### src/svor_pkg.sv
// ==========================================================================
// shared constants
package svor_pkg;

  // ========================================================================
  // clock and link timing
  localparam int CLK_PERIOD_NS = 10;
  localparam int SCK_PERIOD_NS = 100;  // link limit is 20 MHz
  localparam int SCK_HALF_CYC  = (SCK_PERIOD_NS / 2 + CLK_PERIOD_NS - 1) / CLK_PERIOD_NS;
  localparam int PKT_GAP_NS    = 4000;
  localparam int PKT_GAP_CYC   = (PKT_GAP_NS + CLK_PERIOD_NS - 1) / CLK_PERIOD_NS;

  // ========================================================================
  // packet layout, msb first
  localparam int NUM_CH             = 2;
  localparam int PKT_W              = 8;
  localparam int CHANNEL_SELECT_BIT = 7;
  localparam int SIGN_BIT           = 6;
  localparam int MAG_LSB            = 1;
  localparam int MAG_W              = 5;
  localparam logic [3:0] PKT_BITS   = 4'h8;
  localparam logic [3:0] CNT_SAT    = 4'h9;
  localparam logic [2:0] SYNC_RST   = 3'h2;   // {mosi, chip select, sck}

  // ========================================================================
  // pwm mode configuration bits
  localparam int MODE_STEP_BIT   = 2;  // 1: 10 mV per step, 0: 5 mV
  localparam int MODE_TRACK_BIT  = 3;  // 1: fault limits follow offset
  localparam int MODE_IGNORE_BIT = 4;  // 1: channel select bit ignored
  localparam int STEP_SMALL_MV   = 5;
  localparam int STEP_BIG_MV     = 10;

  // ========================================================================
  // controller register map (byte addresses)
  localparam int AXI_AW = 8;
  localparam logic [AXI_AW-1:0] REG_CTRL     = 8'h00;
  localparam logic [AXI_AW-1:0] REG_TXDATA   = 8'h04;
  localparam logic [AXI_AW-1:0] REG_STATUS   = 8'h08;
  localparam logic [AXI_AW-1:0] REG_IRQ_STAT = 8'h0c;
  localparam logic [AXI_AW-1:0] REG_IRQ_MASK = 8'h10;
  localparam int CTRL_RAW_BIT  = 0;
  localparam int CTRL_NB_LSB   = 4;
  localparam int IRQ_W         = 2;
  localparam logic [1:0] RESP_OKAY   = 2'h0;
  localparam logic [1:0] RESP_SLVERR = 2'h2;

  // ========================================================================
  // controller states
  typedef enum logic [5:0] {
    SVOR_IDLE = 6'h01,
    SVOR_LEAD = 6'h02,
    SVOR_HIGH = 6'h04,
    SVOR_LOW  = 6'h08,
    SVOR_TAIL = 6'h10,
    SVOR_GAP  = 6'h20
  } svor_state_e;

endpackage : svor_pkg

### src/svor_if.sv
`timescale 1ns/100ps
// ==========================================================================
// serial offset link
interface svor_if;
  logic sck;
  logic serial_chip_select_n;
  logic mosi;
  logic serial_error_flag_n_out;
  logic serial_error_flag_n_oe;
  logic serial_error_flag_n;

  // flag line pull-up
  assign serial_error_flag_n = serial_error_flag_n_oe ? serial_error_flag_n_out : 1'b1;

  modport dev (
    input  sck,
    input  serial_chip_select_n,
    input  mosi,
    output serial_error_flag_n_out,
    output serial_error_flag_n_oe
  );

  modport host (
    output sck,
    output serial_chip_select_n,
    output mosi,
    input  serial_error_flag_n
  );
endinterface : svor_if

### src/svor_dev.sv
`timescale 1ns/100ps
module svor_dev #(
  parameter int unsigned SP_W = 16
) (
  // clock, reset, enable
  input  wire logic                                      clk,
  input  wire logic                                      arst_n,
  input  wire logic                                      ce,
  // serial link
  svor_if.dev                                            lnk,
  // management side
  input  wire logic [svor_pkg::NUM_CH-1:0][7:0]          pwm_mode_config,
  input  wire logic [svor_pkg::NUM_CH-1:0]               rail_on,
  input  wire logic                                      soft_reset_command,
  input  wire logic                                      restore_pulse,
  // programmed levels in mV
  input  wire logic [svor_pkg::NUM_CH-1:0][SP_W-1:0]     output_setpoint,
  input  wire logic [svor_pkg::NUM_CH-1:0][SP_W-1:0]     margin_high,
  input  wire logic [svor_pkg::NUM_CH-1:0][SP_W-1:0]     margin_low,
  input  wire logic [svor_pkg::NUM_CH-1:0][SP_W-1:0]     fault_ov,
  input  wire logic [svor_pkg::NUM_CH-1:0][SP_W-1:0]     fault_uv,
  input  wire logic [svor_pkg::NUM_CH-1:0][SP_W-1:0]     warn_ov,
  input  wire logic [svor_pkg::NUM_CH-1:0][SP_W-1:0]     warn_uv,
  // adjusted levels in mV
  output logic      [svor_pkg::NUM_CH-1:0][SP_W-1:0]     adj_setpoint,
  output logic      [svor_pkg::NUM_CH-1:0][SP_W-1:0]     adj_margin_high,
  output logic      [svor_pkg::NUM_CH-1:0][SP_W-1:0]     adj_margin_low,
  output logic      [svor_pkg::NUM_CH-1:0][SP_W-1:0]     adj_fault_ov,
  output logic      [svor_pkg::NUM_CH-1:0][SP_W-1:0]     adj_fault_uv,
  output logic      [svor_pkg::NUM_CH-1:0][SP_W-1:0]     adj_warn_ov,
  output logic      [svor_pkg::NUM_CH-1:0][SP_W-1:0]     adj_warn_uv,
  // status towards management
  output logic      [svor_pkg::NUM_CH-1:0][7:0]          offset_readback,
  output logic                                           packet_ok,
  output logic                                           packet_err
);
  import svor_pkg::*;

  // ========================================================================
  // elaboration checks
  if (SP_W < 12) begin : g_chk
    $error("SP_W too narrow for the largest offset");
  end

  // ========================================================================
  // helpers

  // signed offset in mV
  function automatic logic [SP_W-1:0] off_mv(input logic sgn, input logic [MAG_W-1:0] mag,
                                             input logic big);
    logic [SP_W-1:0] m;
    m = SP_W'(mag) * (big ? SP_W'(STEP_BIG_MV) : SP_W'(STEP_SMALL_MV));
    return sgn ? (~m + SP_W'(1)) : m;
  endfunction : off_mv

  // ========================================================================
  // link input sampling

  logic [2:0] sync1_ff;
  logic [2:0] sync2_ff;
  logic [1:0] prev_ff;
  logic       sck_s;
  logic       cs_s;
  logic       mosi_s;
  logic       sck_rise;
  logic       cs_fall;
  logic       cs_rise;

  // two-stage synchronisers
  always_ff @(posedge clk or negedge arst_n) begin
    if (!arst_n) begin
      sync1_ff <= SYNC_RST;
      sync2_ff <= SYNC_RST;
      prev_ff  <= SYNC_RST[1:0];
    end else if (ce) begin
      sync1_ff <= {lnk.mosi, lnk.serial_chip_select_n, lnk.sck};
      sync2_ff <= sync1_ff;
      prev_ff  <= sync2_ff[1:0];
    end
  end

  // edges; a 20 MHz sck still gives 2+ samples a phase
  assign sck_s    = sync2_ff[0];
  assign cs_s     = sync2_ff[1];
  assign mosi_s   = sync2_ff[2];
  assign sck_rise = sck_s & ~prev_ff[0];
  assign cs_fall  = ~cs_s & prev_ff[1];
  assign cs_rise  = cs_s & ~prev_ff[1];

  // ========================================================================
  // packet capture

  logic [3:0]       cnt_ff;
  logic [PKT_W-1:0] shreg_ff;
  logic             bad;
  logic             good;

  // host moves data on the falling edge
  always_ff @(posedge clk or negedge arst_n) begin
    if (!arst_n) begin
      cnt_ff   <= 4'h0;
      shreg_ff <= '0;
    end else if (ce) begin
      if (cs_fall) begin
        cnt_ff <= 4'h0;
      end else if (sck_rise && !cs_s) begin
        shreg_ff <= {shreg_ff[PKT_W-2:0], mosi_s};
        if (cnt_ff != CNT_SAT) begin
          cnt_ff <= cnt_ff + 4'h1;
        end
      end
    end
  end

  // judged once, at chip select release
  assign bad  = cs_rise & ((cnt_ff != PKT_BITS) | ~(^shreg_ff));
  assign good = cs_rise & ~bad;

  // ========================================================================
  // error flag and events

  logic err_ff;

  // low from a bad release to the next fall
  always_ff @(posedge clk or negedge arst_n) begin
    if (!arst_n) begin
      err_ff <= 1'b0;
    end else if (ce) begin
      if (bad) begin
        err_ff <= 1'b1;
      end else if (cs_fall) begin
        err_ff <= 1'b0;
      end
    end
  end

  // open drain: only pulls low
  assign lnk.serial_error_flag_n_out = 1'b0;
  assign lnk.serial_error_flag_n_oe  = err_ff;

  // one-cycle reports
  always_ff @(posedge clk or negedge arst_n) begin
    if (!arst_n) begin
      packet_ok  <= 1'b0;
      packet_err <= 1'b0;
    end else if (ce) begin
      packet_ok  <= good;
      packet_err <= bad;
    end
  end

  // ========================================================================
  // stored offsets

  logic [NUM_CH-1:0]            sgn_ff;
  logic [NUM_CH-1:0][MAG_W-1:0] mag_ff;
  logic                         ignore_any;
  logic                         tgt;
  logic                         clr_all;

  // ignore mode: channel 0 wins if both run
  assign ignore_any = pwm_mode_config[0][MODE_IGNORE_BIT] |
                      pwm_mode_config[1][MODE_IGNORE_BIT];
  assign tgt        = ignore_any ? ~rail_on[0] : shreg_ff[CHANNEL_SELECT_BIT];
  assign clr_all    = soft_reset_command | restore_pulse;

  // a clear beats a packet in the same cycle
  always_ff @(posedge clk or negedge arst_n) begin
    if (!arst_n) begin
      sgn_ff <= '0;
      mag_ff <= '0;
    end else if (ce) begin
      for (int c = 0; c < NUM_CH; c++) begin
        if (!rail_on[c] || clr_all) begin
          sgn_ff[c] <= 1'b0;
          mag_ff[c] <= '0;
        end else if (good && (tgt == c[0])) begin
          sgn_ff[c] <= shreg_ff[SIGN_BIT];
          mag_ff[c] <= shreg_ff[MAG_LSB +: MAG_W];
        end
      end
    end
  end

  // ========================================================================
  // applied levels

  logic [NUM_CH-1:0][SP_W-1:0] off_w;

  always_comb begin
    for (int c = 0; c < NUM_CH; c++) begin
      off_w[c] = off_mv(sgn_ff[c], mag_ff[c], pwm_mode_config[c][MODE_STEP_BIT]);
    end
  end

  // sums wrap at the level width
  always_ff @(posedge clk or negedge arst_n) begin
    if (!arst_n) begin
      adj_setpoint    <= '0;
      adj_margin_high <= '0;
      adj_margin_low  <= '0;
      adj_fault_ov    <= '0;
      adj_fault_uv    <= '0;
      adj_warn_ov     <= '0;
      adj_warn_uv     <= '0;
    end else if (ce) begin
      for (int c = 0; c < NUM_CH; c++) begin
        adj_setpoint[c]    <= output_setpoint[c] + off_w[c];
        adj_margin_high[c] <= margin_high[c] + off_w[c];
        adj_margin_low[c]  <= margin_low[c] + off_w[c];
        if (pwm_mode_config[c][MODE_TRACK_BIT]) begin
          adj_fault_ov[c] <= fault_ov[c] + off_w[c];
          adj_fault_uv[c] <= fault_uv[c] + off_w[c];
        end else begin
          adj_fault_ov[c] <= fault_ov[c];
          adj_fault_uv[c] <= fault_uv[c];
        end
        adj_warn_ov[c] <= warn_ov[c];
        adj_warn_uv[c] <= warn_uv[c];
      end
    end
  end

  // ========================================================================
  // readback in steps, two's complement
  always_ff @(posedge clk or negedge arst_n) begin
    if (!arst_n) begin
      offset_readback <= '0;
    end else if (ce) begin
      for (int c = 0; c < NUM_CH; c++) begin
        offset_readback[c] <= sgn_ff[c] ? (8'h00 - {3'h0, mag_ff[c]}) : {3'h0, mag_ff[c]};
      end
    end
  end

endmodule : svor_dev

### src/flat_wrapper.sv
// flat-port wrapper written by rule: the top's interface ports become plain ports
module svor_dev_flat import svor_pkg::*;
#(
  parameter int unsigned SP_W = 16
)
  (clk, arst_n, ce, pwm_mode_config, rail_on, soft_reset_command, restore_pulse, output_setpoint, margin_high, margin_low, fault_ov, fault_uv, warn_ov, warn_uv, adj_setpoint, adj_margin_high, adj_margin_low, adj_fault_ov, adj_fault_uv, adj_warn_ov, adj_warn_uv, offset_readback, packet_ok, packet_err, lnk_sck, lnk_serial_chip_select_n, lnk_mosi, lnk_serial_error_flag_n_out, lnk_serial_error_flag_n_oe);
  svor_if lnk_i ();
  input  wire logic clk;
  input  wire logic arst_n;
  input  wire logic ce;
  input  wire logic [svor_pkg::NUM_CH-1:0][7:0] pwm_mode_config;
  input  wire logic [svor_pkg::NUM_CH-1:0] rail_on;
  input  wire logic soft_reset_command;
  input  wire logic restore_pulse;
  input  wire logic [svor_pkg::NUM_CH-1:0][SP_W-1:0] output_setpoint;
  input  wire logic [svor_pkg::NUM_CH-1:0][SP_W-1:0] margin_high;
  input  wire logic [svor_pkg::NUM_CH-1:0][SP_W-1:0] margin_low;
  input  wire logic [svor_pkg::NUM_CH-1:0][SP_W-1:0] fault_ov;
  input  wire logic [svor_pkg::NUM_CH-1:0][SP_W-1:0] fault_uv;
  input  wire logic [svor_pkg::NUM_CH-1:0][SP_W-1:0] warn_ov;
  input  wire logic [svor_pkg::NUM_CH-1:0][SP_W-1:0] warn_uv;
  output logic      [svor_pkg::NUM_CH-1:0][SP_W-1:0] adj_setpoint;
  output logic      [svor_pkg::NUM_CH-1:0][SP_W-1:0] adj_margin_high;
  output logic      [svor_pkg::NUM_CH-1:0][SP_W-1:0] adj_margin_low;
  output logic      [svor_pkg::NUM_CH-1:0][SP_W-1:0] adj_fault_ov;
  output logic      [svor_pkg::NUM_CH-1:0][SP_W-1:0] adj_fault_uv;
  output logic      [svor_pkg::NUM_CH-1:0][SP_W-1:0] adj_warn_ov;
  output logic      [svor_pkg::NUM_CH-1:0][SP_W-1:0] adj_warn_uv;
  output logic      [svor_pkg::NUM_CH-1:0][7:0] offset_readback;
  output logic packet_ok;
  output logic packet_err;
  input wire logic [$bits(lnk_i.sck)-1:0] lnk_sck;
  input wire logic [$bits(lnk_i.serial_chip_select_n)-1:0] lnk_serial_chip_select_n;
  input wire logic [$bits(lnk_i.mosi)-1:0] lnk_mosi;
  output wire logic [$bits(lnk_i.serial_error_flag_n_out)-1:0] lnk_serial_error_flag_n_out;
  output wire logic [$bits(lnk_i.serial_error_flag_n_oe)-1:0] lnk_serial_error_flag_n_oe;
  assign lnk_i.sck = lnk_sck;
  assign lnk_i.serial_chip_select_n = lnk_serial_chip_select_n;
  assign lnk_i.mosi = lnk_mosi;
  assign lnk_serial_error_flag_n_out = lnk_i.serial_error_flag_n_out;
  assign lnk_serial_error_flag_n_oe = lnk_i.serial_error_flag_n_oe;
  svor_dev #(.SP_W(SP_W)) u_core (.clk(clk), .arst_n(arst_n), .ce(ce), .lnk(lnk_i), .pwm_mode_config(pwm_mode_config), .rail_on(rail_on), .soft_reset_command(soft_reset_command), .restore_pulse(restore_pulse), .output_setpoint(output_setpoint), .margin_high(margin_high), .margin_low(margin_low), .fault_ov(fault_ov), .fault_uv(fault_uv), .warn_ov(warn_ov), .warn_uv(warn_uv), .adj_setpoint(adj_setpoint), .adj_margin_high(adj_margin_high), .adj_margin_low(adj_margin_low), .adj_fault_ov(adj_fault_ov), .adj_fault_uv(adj_fault_uv), .adj_warn_ov(adj_warn_ov), .adj_warn_uv(adj_warn_uv), .offset_readback(offset_readback), .packet_ok(packet_ok), .packet_err(packet_err));
endmodule
### config.mk
export PLATFORM = sky130hd
export DESIGN_NAME = svor_dev_flat
export DESIGN_NICKNAME = d
export VERILOG_FILES = /design/src/svor_pkg.sv /design/src/svor_if.sv /design/src/svor_dev.sv /design/src/flat_wrapper.sv
export SDC_FILE = /design/constraint.sdc
export NUM_CORES = 1
export LEC_CHECK = 0
export ABC_AREA = 1
export BUFFER_PORTS_ARGS = -buffer_cell sky130_fd_sc_hd__buf_2
export CORE_ASPECT_RATIO = 0.9
export CORE_MARGIN = 2
export CORE_UTILIZATION = 35
export DETAILED_ROUTE_END_ITERATION = 6
export SLEW_MARGIN = 30
export SYNTH_ARGS = -nofsm -noshare
export SYNTH_HDL_FRONTEND = slang
export SYNTH_SLANG_ARGS = --single-unit
### constraint.sdc
create_clock -name clk -period 12 [get_ports clk]
set_clock_uncertainty 0.15 [all_clocks]
set_input_delay 3.6 -clock clk [delete_from_list [all_inputs] [get_ports clk]]
set_output_delay 3.6 -clock clk [all_outputs]
set_load 0.005 [all_outputs]
== Word level (Yosys, flattened, before mapping) ==
Cells that the tools add are included.

* Memory bits (read-only): 0
* Logic and storage cells: 108
* RAM bits: 0
* Memories kept: 0
* Latch bits: 0
* Output and inout bits: 244
* Register bits: 275

* Mux-type cells: 24
* Div/mod/pow operators: 0
* Reductions and logical operators: 19
* Multipliers: 2
* Equality and inequality tests: 2
* Bitwise gates (word level): 18
* Shift operators: 0
* Add/subtract/negate cells: 15
* Order comparisons: 0

{| class="wikitable"
|+ Operators by type and width
! cell !! number
|-
| $add 16x16->16 || 10
|-
| $mux 16 || 6
|-
| $add 16x1->16 const B || 2
|-
| $mul 5x16->16 || 2
|-
| $not 16->16 || 2
|-
| $mux 4 || 5
|-
| $mux 5 || 4
|-
| $mux 8 || 2
|-
| $sub 1x5->6 const A || 2
|-
| $reduce_bool 2->1 || 5
|-
| $ne 4x4->1 const B || 2
|-
| $not 1->1 || 8
|-
| $reduce_xor 8->1 || 1
|-
| $mux 1 || 7
|-
| $reduce_and 2->1 || 3
|-
| $reduce_and 3->1 || 2
|-
| $and 1x1->1 || 5
|-
| $add 4x1->4 const B || 1
|-
| $logic_and 1x1->1 || 3
|-
| $logic_not 1->1 || 3
|-
| $or 1x1->1 || 3
|-
| $logic_or 1x1->1 || 2
|}

== Depth between registers and ports, before layout ==
Gate-level depths: netlist of run 1.

* Depth after elaboration: 9
* Mapped depth: 33
* Mapped depth without buffers: 33

== Least setup slack after synthesis of run 1 ==
OpenSTA, ideal clock, no wires.

* Kind: input port to flip-flop
* Start point: input port pwm_mode_config[10] (netlist bit)
* End point: register u_core.adj_fault_uv[31] (netlist bit)
* Setup slack: 4.388 ns
* Arrival: 7.344 ns
* Library setup time: 0.117 ns
* Stages: 24
* Path buffers: 0
* Required time: 11.733 ns
* Cell sequence: inv_2 > nand2_1 > o21ai_0 > ha_1 > inv_1 > fa_1 > inv_1 > fa_1 > xnor2_1 > nand4_1 > nor2_1 > nand2_1 > nor3_1 > nor2_1 > ha_1 > nand2_1 > nor4_1 > nand2_1 > nand2b_1 > nand3_1 > nand3_1 > nand2_1 > nand3_1 > nand2_1

* Word-level cells in the longest chain between the ends: 7

{| class="wikitable"
|+ Ends and longest elaborated chain
! element !! RTL line !! RTL
|-
| start, declared || flat_wrapper.sv:11 || <nowiki>input wire logic [svor_pkg::NUM_CH-1:0][7:0] pwm_mode_config;</nowiki>
|-
| $mux 4 * || svor_dev.sv:52 || <nowiki>m = SP_W'(mag) * (big ? SP_W'(STEP_BIG_MV) : SP_W'(STEP_SMALL_MV));</nowiki>
|-
| $mul 5x16->16 * || svor_dev.sv:52 ||
|-
| $not 16->16 || svor_dev.sv:53 || <nowiki>return sgn ? (~m + SP_W'(1)) : m;</nowiki>
|-
| $add 16x1->16 || svor_dev.sv:53 ||
|-
| $mux 16 * || svor_dev.sv:53 ||
|-
| $add 16x16->16 * || svor_dev.sv:213 || <nowiki>adj_fault_uv[c] <= fault_uv[c] + off_w[c];</nowiki>
|-
| $mux 16 * || svor_dev.sv:211 || <nowiki>if (pwm_mode_config[c][MODE_TRACK_BIT]) begin</nowiki>
|-
| end signal, assigned by index || svor_dev.sv:213 ||
|-
| end signal, assigned by index || svor_dev.sv:216 || <nowiki>adj_fault_uv[c] <= fault_uv[c];</nowiki>
|-
| end, declared || svor_dev.sv:29 || <nowiki>output logic [svor_pkg::NUM_CH-1:0][SP_W-1:0] adj_fault_uv,</nowiki>
|}

Mark *: on every way between the ends. The rest lies on a longest branch, timed or not.
A chain may end at the register's enable or synchronous reset.

== Worst setup path in the final report of run 1 ==
* Start point: input port pwm_mode_config[2] (netlist bit)
* End point: register u_core.adj_fault_uv[15] (netlist bit)

Same word-level chain as after synthesis.

==> out/results.tsv, run 1 <==
metric	value	unit
outcome	completed	
total grt overflow	0	
largest net degree at the start of global routing	124	
Worst Path Required	12.32	ns
Pint	1870	uW
CP startpoint kind	primary input	
Comb power frac	20.1	%
Resize count post-CTS	0	
Mapped Avg Cell Area	7.37	sq um
final worst setup slack	4.00	ns
most common cell after layout, fill and taps aside	nand2_1	
H-tree levels	1	
CTS Hold Buffers Added	0	
clock root buffer	clkbuf_16	
via count	18900	
Syn Inst Count	2638	
Avg Vias per Cell	4.94	
mapped cell area	0.0194	sq mm
Avg WL per Cell	16.9	um
Max VDD drop	0.108	mV
Routed WL	64700	um
fin nets	3546	
Initial Utilization	35.6	%
Num CTS Buffers	31	
unrepaired setup endpoints after global routing	no	
Leak	0.0132	uW
DIE HEIGHT	228	um
Least-Margin Pin Slew	0.878	ns
Post-DP HPWL	50000	um
CTS tree	built	
Hold Violations, Final	0	
DR iter-0 viols	996	
pre-CTS setup slack	3.37	ns
area growth from synthesis to layout	22.4	%
CTS clk-pin slew, worst paths	0.06	ns
placed insts	3763	
crit-path max cell delay	0.49	ns
vias in the first global route	18100	
Die W	252	um
Final min period	8.00	ns
clock sinks	271	
Setup CP Type	in -> reg	
most used cell, CP	nand2_1	
Setup TNS	0	ns
met2 Track Usage GR	37.0	%
row count	81	
met1 Use GR	28.4	%
residual DRC count	0	
GRT Util Overall	22.0	%
switching pwr	800	uW
Core Util, Final	43.5	%
fillers	5691	
CP endpoint kind	flop	
IO Count	494	
busiest grt layer	met2	
Sequential Power Share	40.7	%
Skew-Pair Late Insertion Delay	0.58	ns
die area	0.0574	sq mm
layout cells sized above 1	18.9	%
slowest cell on the critical path	fa_1	
most frequent cells in the layout	nand2_1, buf_2, dfrtp_1, inv_1, ha_1	
Tcrit/Tclk final	66.7	%
relative max-transition margin	41.5	%
post-synth cell types	49	
Non-Filler Instances	3830	
IO Port Bufs	482	
grt met3 use	5.64	%
CP max FO	7	
Peak Freq	0.125	GHz
Placer Congestion	0.931	
crit path DAT	8.32	ns
max-cap violation count	0	
post-route ant nets	0	
drt pass-1 iters	6	
Clock Power Share	39.2	%
first-pass GRT wire length	100000	um
pwr/cell area	112	mW/mm^2
post-CTS setup buffer count	0	
core footprint	0.0546	sq mm
FF+latch count, synth	271	
Max Slew Vio Count	0	
YS warnings	0	
initial antenna violation count	22	
HP Class	reg -> reg	
register area share after synthesis	34.9	%
switch share	30.0	%
CTS Buffer Depth	3	
Setup-failing EPs final	0	
[final timing paths]
kind,startpoint,endpoint,slack [ns],depth (start not counted)
min in group asynchronous,arst_n,u_core.adj_fault_ov[0],2.85,1
worst max register to register,u_core.mag_ff[0],u_core.adj_fault_uv[15],6.76,30
max in group asynchronous,arst_n,u_core.adj_warn_uv[14],7.33,3
worst max-delay path,pwm_mode_config[2],u_core.adj_fault_uv[15],4.00,32
worst min-delay path,u_core.adj_warn_ov[29],u_core.adj_warn_ov[29],0.31,2
worst min register to register,u_core.adj_warn_ov[29],u_core.adj_warn_ov[29],0.31,2
[critical path, delay by kind of cell]
family	cells	cell delay, ns
compound gates	3	0.47
buf+inv	7	0.72
xor+xnor	1	0.16
simple gates	17	1.69
fa+ha+maj	4	1.67
[layout make-up]
type	instances	area (sq um)	area share [%]
Clock inverter	17	244	1.03
Inverter	217	822	3.46
Timing Repair Buffer	498	2610	11.0
Sequential cell	271	6790	28.5
Tap cell	705	882	3.71
Antenna cell	8	20.0	0.0842
Clock buffer	40	860	3.61
Multi-Input combinational cell	2074	11600	48.6
[kinds of logic (layout without fill, tap and decap cells)]
| logic type | after synthesis | after routing | share of synthesized area, % |
|---|---|---|---|
| AOI/OAI and AO/OA | 475 | 475 | 13.5 |
| xor gates and xnor gates | 99 | 99 | 4.46 |
| adders and majority gates | 203 | 203 | 13.7 |
| buffers and inverters | 298 | 772 | 5.88 |
| DFF | 271 | 271 | 34.9 |
| muxes | 1 | 1 | 0.0579 |
| other | 2 | 15 | 0.0386 |
| and+or+nand+nor | 1289 | 1289 | 27.4 |
[power by group through the flow]
stage	Clock [uW]	Sequential, uW	Combinational (uW)
global route	1110	1100	613
finish	1040	1090	536
global placement	0	1100	535
CTS	1080	1080	541
floorplan	0	1100	290
detailed placement	0	1100	539
[through the flow]
step | instance area (sq um) | power, uW | hold slack [ns]
finish | 23800 | 2670 | 0.313
global route | 23800 | 2820 | 0.335
CTS | 23700 | 2710 | 0.317
detailed placement | 22600 | 1640 | 0.303
global placement | 22600 | 1630 | 0.298
floorplan | 19500 | 1390 | 0.292
[sequential cells by signal, summed over array words and instances (netlist names)]
register                           cells
u_core.adj_fault_uv                   32
u_core.adj_warn_uv                    32
u_core.sync2_ff                        3
u_core.adj_warn_ov                    32
u_core.prev_ff                         2
u_core.adj_margin_high                32
u_core.offset_readback                12
u_core.cnt_ff                          4
u_core.lnk.serial_error_flag_n_oe      1
u_core.adj_setpoint                   32
u_core.shreg_ff                        8
u_core.adj_fault_ov                   32
u_core.sgn_ff                          2
u_core.packet_err                      1
u_core.mag_ff                         10
u_core.sync1_ff                        3
u_core.packet_ok                       1
u_core.adj_margin_low                 32
[metal layers]
| layer | vias up | part of all wire [%] |
|---|---|---|
| li1 | 9655 | - |
| met1 | 8628 | 44 |
| met2 | 515 | 47 |
| met3 | 97 | 7.0 |
| met4 | 30 | 2.3 |
| met5 | - | 0.30 |
[cell usage after synthesis (all sizes together)]
master | instances | area share [%]
nand3 | 175 | 4.6
o211a | 3 | 0.15
clkinv | 1 | 0.019
nor2 | 170 | 3.4
fa | 16 | 1.6
o21ai | 183 | 4.7
nor4 | 3 | 0.097
buf | 16 | 0.43
a31oi | 38 | 1.2
mux2 | 1 | 0.058
nor3 | 19 | 0.55
nand3b | 12 | 0.53
a21o | 23 | 0.89
a21oi | 176 | 4.5
dfstp | 3 | 0.41
o21bai | 17 | 0.66
a21boi | 2 | 0.077
xor2 | 50 | 2.3
or2 | 15 | 0.48
o21a | 1 | 0.039
conb | 2 | 0.039
o211ai | 27 | 1.0
ha | 187 | 12
and2 | 1 | 0.032
nand4 | 27 | 0.90
o31ai | 5 | 0.22
inv | 216 | 4.2
xnor2 | 49 | 2.2
and3 | 2 | 0.071
dfrtp | 268 | 35
clkbuf | 65 | 1.3
nand2 | 864 | 17
nand2b | 1 | 0.032
(Power assumes the default switching activity.)
==> run 2, diff against run 1 <==
- clock period: 12 -> 7.6 ns (I/O delays scaled with it)
==> out/results.tsv, run 2 (same netlist as run 1, synthesis figures left out) <==
metric	value	unit	change
slowest cell on the critical path	fa_1		
max-cap violation count	0		unchanged
Crit path max-delay family	simple AND/OR/NAND/NOR gates		
IO Port Bufs	482		unchanged
Setup CP Type	in -> reg		
largest net degree at the start of global routing	149		+20%
clock root buffer	clkbuf_16		
clock sinks	271		unchanged
CTS clk-pin slew, worst paths	0.06	ns	about the same
fillers	5617		-1.3%
relative max-transition margin	36.2	%	-5.3 points
pwr/cell area	184	mW/mm^2	+65%
DR iter-0 viols	1107		+11%
Worst Path Buf+Inv	4		-3
CP endpoint kind	flop		
Hold Violations, Final	0		unchanged
Skew-Pair Late Insertion Delay	0.55	ns	-0.03 ns
Setup TNS	0	ns	unchanged
worst r2r src	u_core.mag_ff[5]		
crit-path max cell delay	0.49	ns	about the same
multi-input logic area	0.0115	sq mm	-0.19%
core footprint	0.0546	sq mm	unchanged
Num CTS Buffers	34		+9.7%
Least-Margin Pin Slew	0.957	ns	+0.0794 ns
CTS Hold Buffers Added	0		unchanged
placed insts	3771		+0.21%
Initial Utilization	35.6	%	unchanged
Setup-failing EPs final	0		unchanged
Register Area	0.00679	sq mm	unchanged
most frequent cells in the layout	nand2_1, buf_2, dfrtp_1, inv_1, ha_1		
Tcrit/Tclk final	87.6	%	
Max VDD drop	0.134	mV	+25%
Routed WL	64700	um	about the same
Post-DP HPWL	49600	um	-0.84%
CTS Buffer Depth	3		unchanged
GRT Util Overall	22.0	%	-0.063 points
Die W	252	um	unchanged
first-pass GRT wire length	99500	um	-0.51%
Non-Filler Instances	3837		+0.18%
HP Class	reg -> reg		
Max Slew Vio Count	0		unchanged
die area	0.0574	sq mm	unchanged
via count	19000		+0.16%
path depth of the worst reg2reg path	23		-23%
CP max FO	8		+1
Peak Freq	0.150	GHz	
outcome	completed		
Leak	0.0133	uW	+0.64%
DIE HEIGHT	228	um	unchanged
total grt overflow	0		unchanged
residual DRC count	0		unchanged
vias in the first global route	18200		+0.53%
Resize count post-CTS	0		unchanged
CP startpoint	pwm_mode_config[10]		
initial antenna violation count	20		-9.1%
FF-to-FF End	u_core.adj_fault_uv[31]		
Final min period	6.66	ns	
area growth from synthesis to layout	23.2	%	
CP Depth	25		-22%
most used cell, CP	nand2_1		
layout cells sized above 1	19.1	%	+0.23 points
fin nets	3555		+0.25%
row count	81		unchanged
Placer Congestion	0.920		-1.2%
post-CTS setup buffer count	0		unchanged
H-tree levels	2		+1
post-route ant nets	0		unchanged
CTS tree	built		
Avg Vias per Cell	4.94		about the same
IO Count	494		unchanged
Avg WL per Cell	16.9	um	-0.25%
Worst Path Required	7.88	ns	-4.44 ns
unrepaired setup endpoints after global routing	no		
crit path DAT	6.94	ns	-1.38 ns
most common cell after layout, fill and taps aside	nand2_1		
Reg2Reg Setup Slack	2.41	ns	-4.35 ns
CP startpoint kind	primary input		
end point of the critical path	u_core.adj_fault_uv[31]		
drt pass-1 iters	6		unchanged
[run 2: changes by cell type in the layout (fill, tap and decap cells not counted), sizes merged]
cell	delta
clkbuf	+4
bufinv	+1
buf	+6
clkinv	-2
diode	-2
inv	-1
clkinvlp	+1
[run 2: metrics by stage]
step                hold slack (ns)  utilization (%)  cell area [sq um]  setup slack [ns]  total power [uW]
CTS                           0.317             43.8              23900             0.978              4470
finish                        0.312             43.8              23900             0.943              4420
global route                  0.326             43.8              23900             0.554              4650
floorplan                     0.292                -              19500              1.31              2190
global placement              0.299             41.4              22600             0.458              2580
detailed placement            0.303             41.5              22600             0.390              2590
[run 2: per-layer routing]
layer | track usage (%) | part of all wire [%] | vias to the layer above
met5 | 0 | 0.35 | -
met4 | 6.43 | 2.5 | 34
met3 | 6.13 | 7.2 | 118
met2 | 37.3 | 47 | 511
met1 | 27.3 | 43 | 8611
li1 | - | - | 9681
[run 2: power breakdown]
part           switching (uW)  internal (uW)
Sequential                111           1600
Combinational             499            346
Clock                     680           1180
Total                    1290           3130
[run 2: worst register-to-register path, cell delays in order (launching register included)]
cell and delay, ns:
dfrtp_1 0.43, inv_1 0.13, o21ai_0 0.14, ha_1 0.30, inv_1 0.05, fa_1 0.49, inv_1 0.07, fa_1 0.48
xnor2_1 0.36, nand3_1 0.15, nor2_2 0.14, nand3_1 0.10, nand2_2 0.18, nand2_1 0.30, ha_1 0.47, nand2_1 0.13
nor4_1 0.42, nand2_1 0.10, nand2b_1 0.09, nand3_1 0.09, nand3_1 0.12, nand2_1 0.06, nand3_1 0.06, nand2_1 0.06
[run 2: final cells by class]
| cell class | count | area share [%] |
|---|---|---|
| antenna | 6 | 0.0627 |
| clock buffer | 44 | 4.23 |
| clock inverter | 16 | 1.11 |
| inverter | 217 | 3.43 |
| multi-input combinational | 2074 | 48.2 |
| sequential | 271 | 28.3 |
| tap | 705 | 3.68 |
| timing repair buffer | 504 | 10.9 |
[run 2: worst min path at each step]
stage                     cells past startpoint  slack, ns                endpoint                   start
after floorplan                               2       0.29      u_core.sync1_ff[0]      u_core.sync1_ff[0]
after global placement                        2       0.30  u_core.adj_warn_ov[25]  u_core.adj_warn_ov[25]
after detailed placement                      2       0.30  u_core.adj_warn_ov[21]  u_core.adj_warn_ov[21]
after CTS                                     2       0.32   u_core.adj_warn_ov[7]   u_core.adj_warn_ov[7]
after global routing                          2       0.33   u_core.adj_warn_ov[5]   u_core.adj_warn_ov[5]
final                                         2       0.31  u_core.adj_warn_uv[27]  u_core.adj_warn_uv[27]
